==> src/verilog/atcs_pkg.sv <==
// package of constants for the angular timer configuration and status block
package atcs_pkg;
  // ==========================================================
  // register offsets
  localparam logic [2:0] OFS_CONTROL_ONE = 3'h0;
  localparam logic [2:0] OFS_CLOCK_SELECT = 3'h1;
  localparam logic [2:0] OFS_INPUT_SELECT = 3'h2;
  localparam logic [2:0] OFS_RES_HIGH = 3'h3;
  localparam logic [2:0] OFS_RES_LOW = 3'h4;
  localparam logic [2:0] OFS_PERIOD_HIGH = 3'h5;
  localparam logic [2:0] OFS_PERIOD_LOW = 3'h6;
  localparam logic [2:0] OFS_PHASE_HIGH = 3'h7;
  // ==========================================================
  // control one and clock select field positions, field widths
  localparam int BIT_PHASE_POL = 6;
  localparam int BIT_PERIOD_POL = 4;
  localparam int BIT_MISS_POL = 2;
  localparam int BIT_ACCEL = 1;
  localparam int BIT_VALID = 0;
  localparam int BIT_CLOCK_SRC = 0;
  localparam int RES_WIDTH = 10;
  localparam int PER_WIDTH = 15;
  // ==========================================================
  // reset values and counts
  localparam logic [7:0] ZERO_BYTE = 8'h00;
  localparam logic [1:0] VALID_CYCLES = 2'h2;
  // ==========================================================
  // input select codes
  typedef enum logic [2:0] {
    SEL_PIN = 3'b000,
    SEL_CMP1 = 3'b001,
    SEL_CMP2 = 3'b010,
    SEL_ZCD = 3'b011,
    SEL_LC1 = 3'b100,
    SEL_LC2 = 3'b101
  } atcs_sel_t;
endpackage

==> src/verilog/atcs_top.sv <==
// angular timer configuration, status, input mux and output polarity
`timescale 1ns/10ps
module atcs_top
  import atcs_pkg::*;
(
  input wire logic clk, // system clock
  input wire logic reset, // synchronous reset
  input wire logic [2:0] addr, // register index
  input wire logic [7:0] wdata, // write data
  input wire logic wr, // write strobe
  input wire logic rd, // read strobe
  output logic [7:0] rdata, // read data, cycle after rd
  input wire logic pin_routed_input, // external pin
  input wire logic comparator1_synced, // comparator 1
  input wire logic comparator2_synced, // comparator 2
  input wire logic zero_cross_output, // zero-cross detector
  input wire logic logic_cell1_output, // logic cell 1
  input wire logic logic_cell2_output, // logic cell 2
  input wire logic period_event, // new period measured, one pulse
  input wire logic [PER_WIDTH-1:0] measured_period, // period counter value
  input wire logic [RES_WIDTH-1:0] phase_count, // live phase counter
  input wire logic phase_clk_raw, // phase clock, active high
  input wire logic period_clk_raw, // period clock, active high
  input wire logic miss_raw, // missing pulse, active high
  output logic measured_signal, // selected input, synced
  output logic clock_source_select, // 1 internal oscillator, 0 system
  output logic [RES_WIDTH-1:0] resolution_value, // phase resolution
  output logic phase_clk_out, // phase clock with polarity
  output logic period_clk_out, // period clock with polarity
  output logic miss_out, // missing pulse with polarity
  output logic meas_valid // valid status
);

  // ==========================================================
  // registers
  logic phase_out_polarity;
  logic period_out_polarity;
  logic miss_out_polarity;
  logic accel_sign;
  atcs_sel_t input_sel;
  logic [2:0] input_sel_raw;
  logic [PER_WIDTH-1:0] last_period;
  logic [1:0] valid_count;
  logic mux_raw;
  logic sync_a;
  logic sync_b;
  logic sync_c;
  logic input_edge;
  logic res_write;

  // write strobe decode
  function automatic logic hit(input logic [2:0] a, input logic [2:0] ofs);
    hit = (a == ofs);
  endfunction

  assign res_write = wr && (hit(addr, OFS_RES_HIGH) || hit(addr, OFS_RES_LOW));
  assign input_sel = atcs_sel_t'(input_sel_raw);

  // control one writable polarity bits
  always_ff @(posedge clk) begin
    if (reset) begin
      phase_out_polarity <= 1'b0;
      period_out_polarity <= 1'b0;
      miss_out_polarity <= 1'b0;
    end else if (wr && hit(addr, OFS_CONTROL_ONE)) begin
      phase_out_polarity <= wdata[BIT_PHASE_POL];
      period_out_polarity <= wdata[BIT_PERIOD_POL];
      miss_out_polarity <= wdata[BIT_MISS_POL];
    end
  end

  // clock select and input select
  always_ff @(posedge clk) begin
    if (reset) begin
      clock_source_select <= 1'b0;
      input_sel_raw <= 3'b000;
    end else if (wr) begin
      if (hit(addr, OFS_CLOCK_SELECT)) begin
        clock_source_select <= wdata[BIT_CLOCK_SRC];
      end
      if (hit(addr, OFS_INPUT_SELECT)) begin
        input_sel_raw <= wdata[2:0];
      end
    end
  end

  // resolution halves
  always_ff @(posedge clk) begin
    if (reset) begin
      resolution_value <= '0;
    end else if (wr && hit(addr, OFS_RES_HIGH)) begin
      resolution_value[9:8] <= wdata[1:0];
    end else if (wr && hit(addr, OFS_RES_LOW)) begin
      resolution_value[7:0] <= wdata;
    end
  end

  // input source mux, reserved codes idle low
  always_comb begin
    case (input_sel)
      SEL_PIN: mux_raw = pin_routed_input;
      SEL_CMP1: mux_raw = comparator1_synced;
      SEL_CMP2: mux_raw = comparator2_synced;
      SEL_ZCD: mux_raw = zero_cross_output;
      SEL_LC1: mux_raw = logic_cell1_output;
      SEL_LC2: mux_raw = logic_cell2_output;
      default: mux_raw = 1'b0;
    endcase
  end

  // two-stage synchroniser plus edge stage
  always_ff @(posedge clk) begin
    if (reset) begin
      sync_a <= 1'b0;
      sync_b <= 1'b0;
      sync_c <= 1'b0;
    end else begin
      sync_a <= mux_raw;
      sync_b <= sync_a;
      sync_c <= sync_b;
    end
  end

  assign input_edge = sync_b && !sync_c;
  assign measured_signal = sync_b;

  // valid counter over input cycles
  always_ff @(posedge clk) begin
    if (reset || res_write) begin
      valid_count <= 2'h0;
    end else if (input_edge && valid_count != VALID_CYCLES) begin
      valid_count <= valid_count + 2'h1;
    end
  end

  assign meas_valid = (valid_count == VALID_CYCLES);

  // acceleration sign from successive periods
  always_ff @(posedge clk) begin
    if (reset) begin
      accel_sign <= 1'b0;
      last_period <= '0;
    end else if (period_event) begin
      accel_sign <= (measured_period < last_period);
      last_period <= measured_period;
    end
  end

  // outputs muted while invalid, then polarity applied
  always_ff @(posedge clk) begin
    if (reset) begin
      phase_clk_out <= 1'b0;
      period_clk_out <= 1'b0;
      miss_out <= 1'b0;
    end else begin
      phase_clk_out <= (meas_valid && phase_clk_raw) ^ phase_out_polarity;
      period_clk_out <= (meas_valid && period_clk_raw) ^ period_out_polarity;
      miss_out <= (meas_valid && miss_raw) ^ miss_out_polarity;
    end
  end

  // read data, unimplemented bits zero
  always_ff @(posedge clk) begin
    if (reset) begin
      rdata <= ZERO_BYTE;
    end else if (rd) begin
      rdata <= ZERO_BYTE;
      case (addr)
        OFS_CONTROL_ONE: begin
          rdata[BIT_PHASE_POL] <= phase_out_polarity;
          rdata[BIT_PERIOD_POL] <= period_out_polarity;
          rdata[BIT_MISS_POL] <= miss_out_polarity;
          rdata[BIT_ACCEL] <= accel_sign;
          rdata[BIT_VALID] <= meas_valid;
        end
        OFS_CLOCK_SELECT: rdata[BIT_CLOCK_SRC] <= clock_source_select;
        OFS_INPUT_SELECT: rdata[2:0] <= input_sel_raw;
        OFS_RES_HIGH: rdata[1:0] <= resolution_value[9:8];
        OFS_RES_LOW: rdata <= resolution_value[7:0];
        OFS_PERIOD_HIGH: rdata[6:0] <= measured_period[14:8];
        OFS_PERIOD_LOW: rdata <= measured_period[7:0];
        OFS_PHASE_HIGH: rdata[1:0] <= phase_count[9:8];
        default: rdata <= ZERO_BYTE;
      endcase
    end else begin
      rdata <= ZERO_BYTE;
    end
  end

endmodule // atcs_top

==> config.mk <==
export PLATFORM = sky130hd
export DESIGN_NAME = atcs_top
export DESIGN_NICKNAME = d
export VERILOG_FILES = /design/src/verilog/atcs_pkg.sv /design/src/verilog/atcs_top.sv
export SDC_FILE = /design/constraint.sdc
export NUM_CORES = 1
export LEC_CHECK = 0
export ABC_CLOCK_PERIOD_IN_PS = 1500
export BUFFER_PORTS_ARGS = -buffer_cell sky130_fd_sc_hd__buf_2
export CORE_ASPECT_RATIO = 0.7
export CORE_MARGIN = 4
export CORE_UTILIZATION = 40
export CTS_CLUSTER_SIZE = 14
export DETAILED_ROUTE_END_ITERATION = 12
export PLACE_DENSITY = 0.67
export SETUP_SLACK_MARGIN = 0.15
export SLEW_MARGIN = 30
export SYNTH_ARGS = -nofsm -noshare
export SYNTH_HDL_FRONTEND = slang
export SYNTH_SLANG_ARGS = --single-unit
==> constraint.sdc <==
create_clock -name clk -period 1.5 [get_ports clk]
set_input_delay 0.15 -clock clk [delete_from_list [all_inputs] [get_ports clk]]
set_output_delay 0.15 -clock clk [all_outputs]
set_load 0.01 [all_outputs]
# After elaboration in Yosys (flattened, before gate mapping)
# Cells that the tools add are included.
op_classes:
  add_sub_neg: 1
  multipliers: 0
  div_mod_pow: 0
  magnitude_cmp: 1
  eq_ne: 14
  shifts: 0
  n_mux: 9
  n_bitwise: 5
  reduce_logical: 18
ops:
  columns: ["op", "n"]
  rows:
  - ["$eq 3x3->1 const B", 6]
  - ["$lt 15x15->1", 1]
  - ["$eq 3x2->1 const B", 4]
  - ["$logic_and 1x1->1", 9]
  - ["$pmux 1 s4", 2]
  - ["$pmux 1 s8", 1]
  - ["$pmux 1 s7", 1]
  - ["$eq 3x1->1 const B", 2]
  - ["$logic_not 3->1", 2]
  - ["$pmux 1 s3", 2]
  - ["$pmux 1 s6", 1]
  - ["$reduce_and 2->1", 3]
  - ["$pmux 1 s5", 1]
  - ["$xor 1x1->1", 3]
  - ["$add 2x1->2 const B", 1]
  - ["$eq 2x2->1 const B", 1]
  - ["$logic_or 1x1->1", 2]
  - ["$ne 2x2->1 const B", 1]
  - ["$not 1->1", 2]
  - ["$pmux 1 s2", 1]
  - ["$reduce_or 2->1", 1]
  - ["$logic_not 1->1", 1]
totals:
  reg_bits: 49
  latch_bits: 0
  mem_bits_rw: 0
  rom_bits: 0
  in_bits: 50
  out_inout_bits: 24
  wordCells: 65
  mem_count: 0

# Depth between registers and ports, before layout
# Gate-level depths: netlist of the first run.
depth:
  depth_word: 4
  ltp_mapped: 6
  mapped_depth_nobuf: 6

# Worst setup path after synthesis of the first run
# Ideal clock, no wire load.
synth_path:
  path_type: "reg-to-reg"
  from: "register last_period[14]"
  to: "register accel_sign"
  setup_time_ns: 0.095
  t_arrival_ns: 1.402
  required_ns: 1.405
  setup_slack_ns: 0.003
  path_stages_with_launch: 7
  n_path_buf: 0
  synth_period_minus_slack_ns: 1.497
  cell_sequence: "dfxtp_1 > inv_1 > ha_1 > and4_4 > a221oi_1 > o221ai_1 > a221oi_1"
synth_via:
  elab_chain_cells: 1
synth_rtl:
  columns: ["element", "line", "text"]
  rows:
  - ["start: declaration", "atcs_top.sv:42", "logic [PER_WIDTH-1:0] last_period;"]
  - ["start signal: assignment", "atcs_top.sv:145", "last_period <= measured_period;"]
  - ["$lt 15x15->1", "atcs_top.sv:144", "accel_sign <= (measured_period < last_period);"]
  - ["end signal: assignment", "atcs_top.sv:144", null]
  - ["end: declaration", "atcs_top.sv:39", "logic accel_sign;"]
# Every way passes these cells.
# A chain may end at the register's enable or synchronous reset.

# Final worst setup path of the first run
layout_path:
  from: "register last_period[10]"
  to: "register accel_sign"
# Same word-level chain as after synthesis.

==> metrics.md, run 1 <==
| Metric | Value |
|---|---|
| Status | `completed` |
| Layout cells sized above 1 | `34.0%` |
| P per Cell Area | `932 nW/µm²` |
| Vias in the first global route | `1923` |
| Drt initial violations | `75` |
| Fin cells | `410` |
| Grt met3 use | `4.69%` |
| Commonest cells after routing, fill and taps aside | `65 x buf_2, 48 x nor2_1, 44 x mux2i_1` |
| Net count after synthesis | `329` |
| Met2 Use GR | `23.0%` |
| Post-route clock period utilization | `97.9%` |
| Post-synthesis instance total | `264` |
| Max Freq | `681 MHz` |
| Setup crit start kind | `flop` |
| Routability cong. | `0.775` |
| RSZ-0062 raised after global routing | `yes` |
| IO Count | `74` |
| Synth Area in Simple Gates | `16.9%` |
| Clk sinks | `49` |
| CP most frequent cell | `a221oi_2` |
| CTS buffer count | `5` |
| Wirelength per Cell | `14.8 µm` |
| Via density | `4.97` |
| Remaining routing DRC violations | `0` |
| Core box area | `5870 µm²` |
| Via count | `2036` |
| Initial core utilization | `42.5%` |
| Post-Syn Area per Cell | `9.44 µm²` |
| Met1 GRT Util | `24.7%` |
| Mapped cell area | `2490 µm²` |
| Final Setup Violations | `0` |
| Total length of routed wires | `6.06 mm` |
| Final net count | `399` |
| Most common cell after layout, fill and taps aside | `buf_2` |
| Ys Warns | `0` |
| Slowest-stage cell, CP | `dfxtp_2` |
| Htree depth | `2` |
| Critical Path RT | `1720 ps` |
| Die area | `7580 µm²` |
| Final hold violations | `0` |
| P&R area growth vs syn | `27.6%` |
| Root Buffer | `clkbuf_8` |
| Clock buffer depth | `2` |
| Fin crit period | `1470 ps` |
| CTS tree | `yes` |
| Mux cell area share after synthesis | `19.6%` |
| Cell Rows | `23` |
| Max stage delay on crit path | `340 ps` |
| Most used routing layer | `met1` |
| HPWL after DPL | `4.65 mm` |
| Synth Register Bits | `49` |
| First-pass GRT wire length | `9.59 mm` |
| Worst Path Class, Setup | `flop to flop` |
| Largest net degree at the start of global routing | `42` |
| Detailed Routing Iterations Pass 1 | `4` |
| Clock skew | `2.00 ps` |
| MaxCap Viol Count | `0` |
| Clk Latency, worst-skew pair | `300 ps` |
| Final core occ | `54.2%` |
| Die X | `102 µm` |
| Critical path fanouts, max | `2` |
| Count of input and output buffers | `65` |
| Setup TNS Final | `0 ps` |
| Placed Cells | `402` |
| Arr. time, crit path | `1690 ps` |
| VDD IR-drop max | `0.500 mV` |
| Slew Viols, Final | `0` |
| Post-synthesis xor/xnor area fraction | `1.41%` |
| Slew margin rel. | `70.8%` |
| Lkg Pwr | `1.43 nW` |
| Critical Path End Type | `flop` |
| CP cell instances | `inv_2 > ha_4 > a21o_1 > a221oi_2 > o221ai_2 > a221oi_2` |
| Final ANT Viol Nets | `0` |
| Largest family of logic cells by synthesized area | `multiplexers` |
| Diodes inserted | `0` |
| Hold Crit Class | `primary input to flop` |
| CTS clk-pin slew, worst paths | `90 ps` |
| Antenna violations before repair | `0` |
| Top FF cell, synth | `dfxtp_1` |
| Cell area after layout | `3180 µm²` |
| GRT Total Usage | `16.4%` |
| Total gr overflow | `0` |
| Asr flop ratio synth | `0%` |
| Synth Area in Compound Gates | `8.89%` |
| Adder-Cell Fraction of Synth Area | `7.53%` |
| Post-synthesis cell type count | `45` |
| Setup Buffers After CTS | `0` |
| Post-DP Area | `2950 µm²` |
| Number of synthesized flops with an enable pin | `0` |
| DIE HEIGHT | `74.0 µm` |
| Post-synthesis sequential area ratio | `39.4%` |
| Worst slew pin tran | `439 ps` |
[per-stage QoR]
| stage | hold slack (ps) | worst slack (ps) | power (mW) |
|---|---|---|---|
| 2_1_floorplan | 289 | 46.5 | 1.69 |
| 3_3_place_gp | 383 | -3.21 | 1.84 |
| 3_5_place_dp | 398 | -26.1 | 1.85 |
| 4_1_cts | 77.0 | 23.3 | 2.97 |
| 5_1_grt | 77.8 | -70.6 | 3.11 |
| 6_report | 84.1 | 31.7 | 2.96 |
[cell families after synthesis]
group / Yosys count
simple gates: 87
fa+ha+maj: 15
compound gates: 31
xor+xnor: 4
mux: 46
buf+inv: 32
flops: 49
[sequential cells by signal (all words and copies together) (netlist names)]
register	count
measured_signal	1
period_clk_out	1
miss_out	1
valid_count	2
period_out_polarity	1
clock_source_select	1
input_sel	3
resolution_value	10
last_period	15
miss_out_polarity	1
sync_a	1
sync_c	1
rdata	8
accel_sign	1
phase_out_polarity	1
phase_clk_out	1
[repair_timing]
| item | CTS | global route |
|---|---|---|
| cloned | 0 | 0 |
| gates resized for setup | 14 | 9 |
| pin swaps | 6 | 3 |
| setup endpoints to repair | 3 | 4 |
| hold buffers | 0 | 0 |
[path summary, 6_finish.rpt]
check                                     endpoint  slack (ps)  cells past startpoint                          from
hold reg to reg         measured_signal$_SDFF_PP0_         450                      1             sync_a$_SDFF_PP0_
setup reg to reg           accel_sign$_SDFFE_PP0P_          30                      6  last_period[10]$_SDFFE_PP0P_
setup / recovery           accel_sign$_SDFFE_PP0P_          30                      6  last_period[10]$_SDFFE_PP0P_
hold / removal    resolution_value[3]$_SDFFE_PP0P_          80                      3                      wdata[3]
[per-layer routing]
metal / routed length (µm) / vias to the layer above
li1: - / 1043
met5: 0 / -
met2: 2460 / 58
met3: 479 / 5
met1: 3090 / 930
met4: 38 / 0
[worst max-delay path, delay by kind of cell (launching register included)]
kind | cells | cell delay (ps)
AO/OA/AOI/OAI | 4 | 790
adder cells (fa/ha/maj) | 1 | 230
flip-flops | 1 | 340
buffers and inverters | 1 | 40
[Yosys cell counts (3+ instances only)]
library cell	number	area, µm²
dfxtp_1	49	981
nand2b_1	5	31.3
mux2i_1	44	440
xor2_1	3	26.3
a22oi_1	3	22.5
clkbuf_1	4	15.0
buf_2	4	20.0
a21oi_1	9	45.0
nor2b_1	4	25.0
inv_1	17	63.8
nand3_1	4	20.0
buf_4	4	30.0
ha_1	15	188
nand2_1	12	45.0
nor2_1	48	180
[report_power, final]
group / total, mW / internal, mW / switching, mW
Clock: 1.10 / 0.662 / 0.438
Sequential: 1.38 / 1.35 / 0.0290
Combinational: 0.483 / 0.228 / 0.255
[layout make-up]
class                           count  area [µm²]
Clock buffer                        5        68.8
Clock inverter                      3        65.1
Fill cell                         548        2690
Inverter                           18        70.1
Multi-Input combinational cell    183        1460
Sequential cell                    49         990
Tap cell                           75        93.8
Timing Repair Buffer               77         432
No activity file was read; power rests on OpenSTA's default activity.
==> run 2: changes to the inputs <==
Settings changed: BUFFER_PORTS_ARGS -buffer_cell sky130_fd_sc_hd__buf_2 to -buffer_cell sky130_fd_sc_hd__buf_4, SETUP_SLACK_MARGIN 0.15 to 0.1.
==> metrics.md, run 2 (same netlist as run 1, synthesis figures left out) <==
| Metric | Value |
|---|---|
| Max stage delay on crit path | `340 ps (about the same)` |
| Commonest cells after routing, fill and taps aside | `72 x buf_4, 48 x nor2_1, 44 x mux2i_1 (was 65 x buf_2, 48 x nor2_1, 44 x mux2i_1)` |
| Hold Crit Class | `primary input to flop (unchanged)` |
| Htree depth | `2 (unchanged)` |
| Clock skew | `9.79 ps (was 2.00 ps)` |
| Final Setup Violations | `0 (unchanged)` |
| Final ANT Viol Nets | `0 (unchanged)` |
| Antenna violations before repair | `0 (unchanged)` |
| First-pass GRT wire length | `9.78 mm (was 9.59 mm)` |
| Max reg flops | `15 (unchanged)` |
| R2R depth | `6 (unchanged)` |
| CP cell instances | `inv_1 > ha_1 > a21o_1 > a31oi_2 > o21ai_2 > a221oi_2 (was inv_2 > ha_4 > a21o_1 > a221oi_2 > o221ai_2 > a221oi_2)` |
| Status | `completed (unchanged)` |
| Root Buffer | `clkbuf_8 (unchanged)` |
| Critical Path RT | `1710 ps (was 1720 ps)` |
| Hold Startpoint | `wdata[5] (was wdata[3])` |
| Slew margin rel. | `73.4% (was 70.8%)` |
| Remaining routing DRC violations | `0 (unchanged)` |
| Initial core utilization | `42.5% (unchanged)` |
| Cell Rows | `23 (unchanged)` |
| DIE HEIGHT | `74.0 µm (unchanged)` |
| Count of input and output buffers | `65 (unchanged)` |
| GRT Total Usage | `16.6% (was 16.4%)` |
| Total length of routed wires | `6.17 mm (was 6.06 mm)` |
| Total gr overflow | `0 (unchanged)` |
| Top sig layer | `met4 (unchanged)` |
| Post-route clock period utilization | `97.3% (was 97.9%)` |
| Via density | `5.00 (was 4.97)` |
| Lkg Pwr | `1.42 nW (was 1.43 nW)` |
| Die X | `102 µm (unchanged)` |
| Die area | `7580 µm² (unchanged)` |
| Setup Buffers After CTS | `0 (unchanged)` |
| Via count | `2024 (was 2036)` |
| WL met3 | `447 µm (was 479 µm)` |
| P per Cell Area | `800 nW/µm² (was 932 nW/µm²)` |
| CP Buf/Inv Count | `1 (unchanged)` |
| RSZ-0062 raised after global routing | `yes (unchanged)` |
| CTS tree | `yes (unchanged)` |
| MaxCap Viol Count | `0 (unchanged)` |
| VDD IR-drop max | `0.453 mV (was 0.500 mV)` |
| Final Power | `2.60 mW (was 2.96 mW)` |
| Routability cong. | `0.734 (was 0.775)` |
| IO Count | `74 (unchanged)` |
| Wirelength per Cell | `15.2 µm (was 14.8 µm)` |
| Detailed Routing Iterations Pass 1 | `4 (unchanged)` |
| Hold EP | `resolution_value[5]$_SDFFE_PP0P_ (was resolution_value[3]$_SDFFE_PP0P_)` |
| CP top delay family | `compound AO/OA/AOI/OAI gates (unchanged)` |
| Diodes inserted | `0 (unchanged)` |
| Core box area | `5870 µm² (unchanged)` |
| Slowest-stage cell, CP | `dfxtp_1 (was dfxtp_2)` |
| Arr. time, crit path | `1670 ps (was 1690 ps)` |
| Hold Buf Count CTS | `0 (unchanged)` |
| Vias in the first global route | `1915 (was 1923)` |
| DRT met1 WL | `3.16 mm (was 3.09 mm)` |
| Fill cells | `558 (was 548)` |
| Fin crit period | `1460 ps (was 1470 ps)` |
| Critical path fanouts, max | `2 (unchanged)` |
| Clk Latency, worst-skew pair | `300 ps (about the same)` |
| Worst Path Class, Setup | `flop to flop (unchanged)` |
| Fin cells | `405 (was 410)` |
| P&R area growth vs syn | `30.3% (was 27.6%)` |
| FF-to-FF End | `accel_sign$_SDFFE_PP0P_ (unchanged)` |
| HPWL after DPL | `4.80 mm (was 4.65 mm)` |
| Most common cell after layout, fill and taps aside | `buf_4 (was buf_2)` |
| Setup crit start kind | `flop (unchanged)` |
| R2R setup slack | `40 ps (was 30 ps)` |
| Worst slew pin tran | `396 ps (was 439 ps)` |
| Slew Viols, Final | `0 (unchanged)` |
| Routed wl met2 | `2.52 mm (was 2.46 mm)` |
| Clk sinks | `49 (unchanged)` |
| Max Freq | `685 MHz (was 681 MHz)` |
| Critical R2R Launch | `last_period[2]$_SDFFE_PP0P_ (was last_period[10]$_SDFFE_PP0P_)` |
| Layout cells sized above 1 | `33.3% (was 34.0%)` |
| Largest net degree at the start of global routing | `24 (was 42)` |
| Drt initial violations | `52 (was 75)` |
| Final net count | `396 (was 399)` |
| Final hold violations | `0 (unchanged)` |
| Setup TNS Final | `0 ps (unchanged)` |
| Clock buffer depth | `2 (unchanged)` |
| Most flops, register | `last_period (unchanged)` |
| Critical Path End Type | `flop (unchanged)` |
| Placed Cells | `399 (was 402)` |
| CTS buffer count | `5 (unchanged)` |
| Hold path depth | `3 (unchanged)` |
| Biggest regs | `last_period: 15 flops, resolution_value: 10 flops, rdata: 8 flops (unchanged)` |
| WHS | `90.7 ps (was 84.1 ps)` |
| CTS clk-pin slew, worst paths | `90 ps (about the same)` |
[run 2: cell types whose count changed in the layout (fill, tap and decap cells not counted), moves of 2 or more]
cell | previous run | this run
bufinv_16 | 2 | 0
buf_2 | 65 | 0
inv_1 | 15 | 12
buf_4 | 10 | 72
inv_2 | 2 | 5
[run 2: how the worst max path moves through the flow]
| stage | from | to | cells after the start |
|---|---|---|---|
| final | last_period[2]$_SDFFE_PP0P_ | accel_sign$_SDFFE_PP0P_ | 6 |
| after global routing | last_period[2]$_SDFFE_PP0P_ | accel_sign$_SDFFE_PP0P_ | 6 |
| after CTS | last_period[14]$_SDFFE_PP0P_ | accel_sign$_SDFFE_PP0P_ | 6 |
| after detailed placement | last_period[10]$_SDFFE_PP0P_ | accel_sign$_SDFFE_PP0P_ | 6 |
| after global placement | last_period[10]$_SDFFE_PP0P_ | accel_sign$_SDFFE_PP0P_ | 6 |
| after floorplan | last_period[10]$_SDFFE_PP0P_ | accel_sign$_SDFFE_PP0P_ | 6 |
[run 2: area by class of cell]
| type | count | area (µm²) | share of cell area (%) |
|---|---|---|---|
| inverters | 18 | 70.1 | 2.16 |
| flip-flops and latches | 49 | 988 | 30.4 |
| multi-input cells | 183 | 1450 | 44.6 |
| well taps | 75 | 93.8 | 2.89 |
| repair buffers | 74 | 572 | 17.6 |
| clock buffers | 5 | 68.8 | 2.12 |
| clock inverters | 1 | 5.00 | 0.154 |
[run 2: worst min-delay path: cells and delay by family]
family	cells	cell delay, ps
muxes	1	50
buffers and inverters	1	80
and+or+nand+nor	1	70
[run 2: stage by stage]
step	setup WS, ps	utilization (%)	cell area [µm²]
after floorplan	46.5	-	2510
after global placement	-7.43	52.6	3090
after detailed placement	-21.6	52.6	3090
after CTS	27.6	54.6	3210
after global routing	-87.7	55.3	3250
final	41.1	55.3	3250
[run 2: where the power goes]
part	switching (mW)	internal, mW
Sequential	0.0291	1.35
Combinational	0.255	0.260
Clock	0.396	0.307
[run 2: routing by layer]
metal	track usage [%]	vias up
met2	22.9	50
li1	-	1035
met3	5.34	4
met1	25.3	935
met4	3.06	0
met5	0	-
[run 2: timing repair]
action                                  4_1_cts  5_1_grt
pin swaps                                     5        4
endpoints found under the setup margin        2        2
resized for setup                            11       11
